$ cat src/common/srw_pkg.sv
package srw_pkg;
    // Instruction codes
    localparam logic [7:0]  OP_CALL_SUB    = 8'h17;
    localparam logic [7:0]  OP_RETURN_SUB  = 8'h18;
    localparam logic [7:0]  OP_COND_JUMP   = 8'h15;
    localparam logic [7:0]  OP_CLEAR_ERR   = 8'h24;
    localparam logic [7:0]  OP_WAIT        = 8'h1B;
    // Wait types, timeout jump condition and accumulator count marker
    localparam logic [7:0]  WAIT_TICKS     = 8'h00;
    localparam logic [7:0]  WAIT_POS       = 8'h01;
    localparam logic [7:0]  WAIT_HOME      = 8'h02;
    localparam logic [7:0]  WAIT_END       = 8'h03;
    localparam logic [7:0]  WAIT_HOMING    = 8'h04;
    localparam logic [7:0]  JC_TIMEOUT     = 8'h08;
    localparam logic [31:0] TICKS_FROM_ACC = 32'hFFFFFFFF;
    // Call stack
    localparam int          STACK_DEPTH    = 8;
    localparam logic [3:0]  STACK_FULL     = 4'h8;
    localparam logic [3:0]  STACK_EMPTY    = 4'h0;
    localparam int          PC_W           = 16;
    localparam int          MOTORS         = 1;
    // Timebase
    localparam int          CLK_HZ         = 125_000_000;
    localparam int          TICK_MS        = 10;
    localparam longint      TICK_CYCLES_L  = longint'(CLK_HZ) * TICK_MS / 1000;
    localparam int          TICK_CYCLES    = int'(TICK_CYCLES_L);
    localparam logic [20:0] TICK_RST       = 21'h000000;

    typedef struct packed {
        logic [7:0]  opcode;
        logic [7:0]  typ;
        logic [7:0]  motor;
        logic [31:0] value;
    } srw_instr_s;

    typedef struct packed {
        logic pos_reached;
        logic home_sw;
        logic end_sw_left;
        logic end_sw_right;
        logic homing_done;
    } srw_motion_s;
endpackage

$ cat src/rtl/srw_sequencer.sv
module srw_sequencer
    import srw_pkg::*;
(
    input  wire logic              i_clk,
    input  wire logic              i_rst_n,
    input  wire logic              i_exec,
    input  wire srw_instr_s        i_instr, // Decoded frame fields, value MSB first
    input  wire logic [PC_W-1:0]   i_pc,
    input  wire logic [31:0]       i_acc,
    input  wire srw_motion_s       i_motion,
    output logic                   o_done,
    output logic                   o_busy,
    output logic [PC_W-1:0]        o_next_pc,
    output logic                   o_timeout_error_flag,
    output logic [3:0]             o_stack_level
);
    typedef enum logic [1:0] {
        SRW_IDLE = 2'b01,
        SRW_WAIT = 2'b10
    } srw_state_e;

    srw_state_e            state;
    logic [20:0]           tick_div;
    logic                  tick;
    logic [31:0]           tick_cnt;
    logic [31:0]           limit;
    logic [7:0]            wtype;
    logic [PC_W-1:0]       stack [STACK_DEPTH];
    logic [3:0]            sp;
    logic [PC_W-1:0]       wait_pc;
    logic [2:0]            s1;
    logic [2:0]            s2;
    logic [2:0]            s3;
    logic                  pos_ok;
    logic                  home_ok;
    logic                  end_ok;
    logic                  homing_ok;
    logic                  cond;
    logic                  expire;
    logic                  start_wait;
    logic [31:0]           next_limit;

    // Switch inputs come from pins: three stages, change accepted when 2 and 3 agree
    always_ff @(posedge i_clk or negedge i_rst_n) begin
        if (!i_rst_n) begin
            s1 <= 3'h0;
            s2 <= 3'h0;
            s3 <= 3'h0;
        end else begin
            s1 <= {i_motion.home_sw, i_motion.end_sw_left | i_motion.end_sw_right,
                   i_motion.homing_done};
            s2 <= s1;
            s3 <= s2;
        end
    end

    always_ff @(posedge i_clk or negedge i_rst_n) begin
        if (!i_rst_n) begin
            home_ok   <= 1'b0;
            end_ok    <= 1'b0;
            homing_ok <= 1'b0;
        end else begin
            if (s2[2] == s3[2]) home_ok <= s3[2];
            if (s2[1] == s3[1]) end_ok <= s3[1];
            if (s2[0] == s3[0]) homing_ok <= s3[0];
        end
    end
    assign pos_ok = i_motion.pos_reached;

    // 10 ms timebase
    always_ff @(posedge i_clk or negedge i_rst_n) begin
        if (!i_rst_n) begin
            tick_div <= TICK_RST;
            tick     <= 1'b0;
        end else if (tick_div == 21'(TICK_CYCLES - 1)) begin
            tick_div <= TICK_RST;
            tick     <= 1'b1;
        end else begin
            tick_div <= tick_div + 21'h000001;
            tick     <= 1'b0;
        end
    end

    assign start_wait = i_exec && state == SRW_IDLE && i_instr.opcode == OP_WAIT;
    assign next_limit = (i_instr.value == TICKS_FROM_ACC) ? i_acc : i_instr.value;

    always_comb begin
        case (wtype)
            WAIT_TICKS:  cond = 1'b0;
            WAIT_POS:    cond = pos_ok;
            WAIT_HOME:   cond = home_ok;
            WAIT_END:    cond = end_ok;
            WAIT_HOMING: cond = homing_ok;
            default:     cond = 1'b1;
        endcase
    end
    // Ticks type ends on count; others time out only when limit non-zero
    assign expire = (limit != 32'h0 || wtype == WAIT_TICKS) && tick_cnt == limit;

    always_ff @(posedge i_clk or negedge i_rst_n) begin
        if (!i_rst_n) begin
            state    <= SRW_IDLE;
            tick_cnt <= 32'h0;
            limit    <= 32'h0;
            wtype    <= 8'h00;
            wait_pc  <= '0;
        end else begin
            case (state)
                SRW_IDLE: begin
                    if (start_wait) begin
                        state    <= SRW_WAIT;
                        tick_cnt <= 32'h0;
                        limit    <= next_limit;
                        wtype    <= i_instr.typ;
                        wait_pc  <= i_pc;
                    end
                end
                SRW_WAIT: begin
                    if (cond || expire) begin
                        state <= SRW_IDLE;
                    end else if (tick) begin
                        tick_cnt <= tick_cnt + 32'h1;
                    end
                end
                default: state <= SRW_IDLE;
            endcase
        end
    end

    // Timeout error flag: set wins over clear
    always_ff @(posedge i_clk or negedge i_rst_n) begin
        if (!i_rst_n) begin
            o_timeout_error_flag <= 1'b0;
        end else if (state == SRW_WAIT && !cond && expire && wtype != WAIT_TICKS) begin
            o_timeout_error_flag <= 1'b1;
        end else if (i_exec && state == SRW_IDLE && i_instr.opcode == OP_CLEAR_ERR) begin
            o_timeout_error_flag <= 1'b0;
        end
    end

    // Call stack
    always_ff @(posedge i_clk or negedge i_rst_n) begin
        if (!i_rst_n) begin
            sp <= STACK_EMPTY;
        end else if (i_exec && state == SRW_IDLE) begin
            if (i_instr.opcode == OP_CALL_SUB && sp != STACK_FULL) begin
                sp <= sp + 4'h1;
            end else if (i_instr.opcode == OP_RETURN_SUB && sp != STACK_EMPTY) begin
                sp <= sp - 4'h1;
            end
        end
    end

    always_ff @(posedge i_clk) begin
        if (i_exec && state == SRW_IDLE && i_instr.opcode == OP_CALL_SUB && sp != STACK_FULL)
            stack[sp[2:0]] <= i_pc;
    end

    // Next program counter and completion
    always_ff @(posedge i_clk or negedge i_rst_n) begin
        if (!i_rst_n) begin
            o_done    <= 1'b0;
            o_next_pc <= '0;
        end else begin
            o_done <= 1'b0;
            if (state == SRW_WAIT) begin
                o_next_pc <= wait_pc;
                if (cond || expire) begin
                    o_done    <= 1'b1;
                    o_next_pc <= wait_pc + 16'h1;
                end
            end else if (i_exec && !start_wait) begin
                o_done <= 1'b1;
                case (i_instr.opcode)
                    OP_RETURN_SUB: begin
                        if (sp != STACK_EMPTY)
                            o_next_pc <= stack[3'(sp - 4'h1)] + 16'h1;
                        else
                            o_next_pc <= i_pc + 16'h1;
                    end
                    OP_CALL_SUB: begin
                        o_next_pc <= (sp != STACK_FULL) ? i_instr.value[PC_W-1:0]
                                                        : i_pc + 16'h1;
                    end
                    OP_COND_JUMP: begin
                        o_next_pc <= (i_instr.typ == JC_TIMEOUT && o_timeout_error_flag)
                                     ? i_instr.value[PC_W-1:0] : i_pc + 16'h1;
                    end
                    default: o_next_pc <= i_pc + 16'h1;
                endcase
            end else if (start_wait) begin
                o_next_pc <= i_pc;
            end
        end
    end

    assign o_busy        = (state == SRW_WAIT);
    assign o_stack_level = sp;
endmodule

$ cat config.mk
export PLATFORM = sky130hd
export DESIGN_NAME = srw_sequencer
export DESIGN_NICKNAME = d
export VERILOG_FILES = /design/src/common/srw_pkg.sv /design/src/rtl/srw_sequencer.sv
export SDC_FILE = /design/constraint.sdc
export NUM_CORES = 1
export LEC_CHECK = 0
export BUFFER_PORTS_ARGS = -buffer_cell sky130_fd_sc_hd__buf_4
export CAP_MARGIN = 40
export CORE_ASPECT_RATIO = 0.6
export CORE_MARGIN = 3
export CORE_UTILIZATION = 25
export DETAILED_ROUTE_END_ITERATION = 8
export PLACE_DENSITY = 0.5
export SYNTH_ARGS = -nofsm -noshare
export SYNTH_HDL_FRONTEND = slang
export SYNTH_SLANG_ARGS = --single-unit
$ cat constraint.sdc
create_clock -name i_clk -period 4.08 [get_ports i_clk]
set_input_delay 0.204 -clock i_clk [delete_from_list [all_inputs] [get_ports i_clk]]
set_output_delay 0.204 -clock i_clk [all_outputs]
set_load 0.005 [all_outputs]
==> results.md <==
* Tot Pwr at 6.94 mW
* CP startpoint kind: flop
* Drt wl/cell at 19.9 µm
* Synth Area in Adders at 0.877%
* Clock root buffer: clkbuf_16
* Starting Density at 25.4%
* GR Util met2 at 19.6%
* Fin Setup TNS at 0 ps
* Final Cell Area at 17100 µm²
* Share of layout cells above drive strength 1 at 18.0%
* Crit path capture type: flop
* Mapped Cells at 1145
* IR Drop Worst-Case VDD at 0.246 mV
* Max Slew Vio Count at 0
* Met3 Use GR at 3.50%
* Row cnt at 65
* Fin crit share at 87.5%
* Final Core Density at 32.3%
* DRT Wirelength at 41600 µm
* Total CTS buffers at 28
* Syn_area_per_cell at 11.7 µm²
* Fin. Hold Viols at 0
* Pin count of the biggest net entering global routing at 83
* Slew headroom at 46.5%
* Crit Path Category: flop to flop
* Post-Syn Nets at 1264
* Mapped cell area at 13400 µm²
* Pwr dens at 407 nW/µm²
* Gr usage total at 14.4%
* Clk_skew at 26.7 ps
* Global-route wire length before repair at 62300 µm
* Hpwl dp at 30300 µm
* Unrepaired setup endpoints after global routing: no
* Top Usage Layer GRT: met1
* Vias in the first global route at 9733
* Final Critical Period at 3570 ps
* Final setup fails at 0
* R2R Setup Slk at 510 ps
* DRT iter0 DRCs at 884
* Die Y at 185 µm
* Port bufs at 126
* Die area at 56500 µm²
* Initial antenna violation count at 0
* Clock buffer depth at 3
* Yosys cell types at 79
* Final nets at 1487
* R2R cell count at 12
* DP Area at 15300 µm²
* Antenna Violating Nets Remaining at 0
* Run status: finished, final reports clean
* Core area at 52800 µm²
* Worst setup startpoint: o_stack_level[1]
* Fill cells at 5313
* Met1 Track Usage GR at 22.9%
* EDFF count, synth at 128
* YS warnings at 0
* Reg2reg start: o_stack_level[1]
* Pre-Repair DR Iteration Count at 5
* Synth Flop Type: dfrtp_1
* Gpl congestion at 0.887
* Worst path required time at 4530 ps
* Post-synthesis mux area share at 9.57%
* Vias per cell at 4.85
* Leakage power at 6.97 nW
* Die Wd at 305 µm
* Post-Synth XOR/XNOR Area at 6.85%
* Worst-path maximum fanout at 10
* Synth Area in Compound Gates at 8.79%
* Ys async rst share at 53.3%
* TritonCTS Sinks at 274
* GRT Residual Overflow at 0
* Register bit total from synthesis at 274
* IO Count at 135
* Clk Latency, worst-skew pair at 570 ps
* Clock tree from TritonCTS: built
* Reg area at 7500 µm²
* Simple-Gate Fraction of Synth Area at 15.3%
* Hold crit path type: input port to flop
* Slew @ Worst Pin at 803 ps
* Post-CTS setup repair buffer count at 0
* H-Tree Depth at 1
* Commonest non-fill, non-tap cells in the layout: buf_4 (155), nand2_1 (147), dfrtp_1 (144)
* Clk slew on worst S/H paths at 70 ps
* Vias at 10200
* DRC at 0
* Commonest non-fill, non-tap cell in the layout: buf_4
* Area delta synth->final at 27.3%
* Seq/Total Area, Yosys at 55.9%
* Largest family of logic cells by synthesized area: simple AND/OR/NAND/NOR gates
* Multi-input gate area at 5580 µm²
* Max Clk Rate at 280 MHz
* Maximum Capacitance Violations at 0
* Critical Path AT at 4020 ps
* Worst Setup EP: o_next_pc[4]
* Antenna cell count at 0
* FF-to-FF End: o_next_pc[4]
sequential cells by signal (all words and copies together) (netlist names), 4 cells and up:
name,flops
tick_div,21
o_stack_level,4
o_next_pc,16
wtype,8
wait_pc,16
stack,128
tick_cnt,32
limit,32
cells by family (layout without fill, tap and decap cells):
group           Yosys count  count (layout)
xor+xnor                104             104
simple gates            409             409
compound gates          180             180
flops                   274             274
buf+inv                  74             318
fa+ha+maj                10              10
mux                      94              94
what timing repair did:
| item | in CTS | in global routing |
|---|---|---|
| hold buffers | 87 | 0 |
| gates resized for setup | 0 | 0 |
| setup endpoints to repair | 0 | 0 |
| hold endpoints to repair | 276 | 0 |
worst max-delay path, cell delays in order, from the launching register on:
cell and delay, ps:
dfrtp_1 560, inv_1 140, ha_1 280, xor2_2 210, buf_4 290, mux4_2 610, inv_1 100, ha_1 300
nor3b_2 230, xnor2_1 90, a221oi_1 270, a311oi_1 90, a211o_1 280
worst min-delay path by stage:
stage | slack [ps] | endpoint | cells after the start | start
floorplan | -90 | end_ok | 0 | i_rst_n
global placement | 310 | s1[2] | 1 | i_motion[3]
detailed placement | 30 | o_timeout_error_flag | 1 | i_rst_n
CTS | 0.2 | limit[8] | 3 | i_acc[8]
global route | 10 | limit[11] | 3 | i_instr[11]
finish | 10 | limit[8] | 3 | i_acc[8]
report_power, final:
part	internal, mW	switching (mW)	total, mW
Combinational	0.591	0.725	1.32
Sequential	2.95	0.0724	3.02
Clock	1.49	1.11	2.60
Total	5.03	1.91	6.94
Yosys cell counts, types with 27 or more instances:
cell	n	share of area [%]
a21oi_1	32	1.2
clkbuf_1	39	1.1
dfrtp_1	145	27
edfxtp_1	128	29
mux2i_1	64	4.8
nand2_1	148	4.1
nand3_1	28	1.0
nand4_1	31	1.4
nor2_1	72	2.0
nor4_1	27	1.3
o21ai_0	66	2.5
xor2_1	77	5.0
stage by stage:
step           worst slack, ps  cells  hold WS (ps)
3_3_place_gp               631   1949           314
3_5_place_dp               540   1953          32.9
6_report                   510   2092          12.9
2_1_floorplan              168   1145         -91.6
4_1_cts                    536   2091         0.186
5_1_grt                    286   2092          10.4
layout make-up:
cell class	instances	area share, %
repair buffers	248	12.5
inverters	19	0.418
multi-input cells	797	32.7
clock inverters	13	0.829
well taps	703	5.15
flip-flops and latches	274	43.9
clock buffers	38	4.45
metal layers:
layer,share of wire [%],routed length [µm],up-vias
met4,1.3,552,0
met1,52,21800,5094
met3,6.6,2760,35
li1,-,-,4709
met2,40,16500,313
met5,0,0,-
No activity file was read; power rests on OpenSTA's default activity.
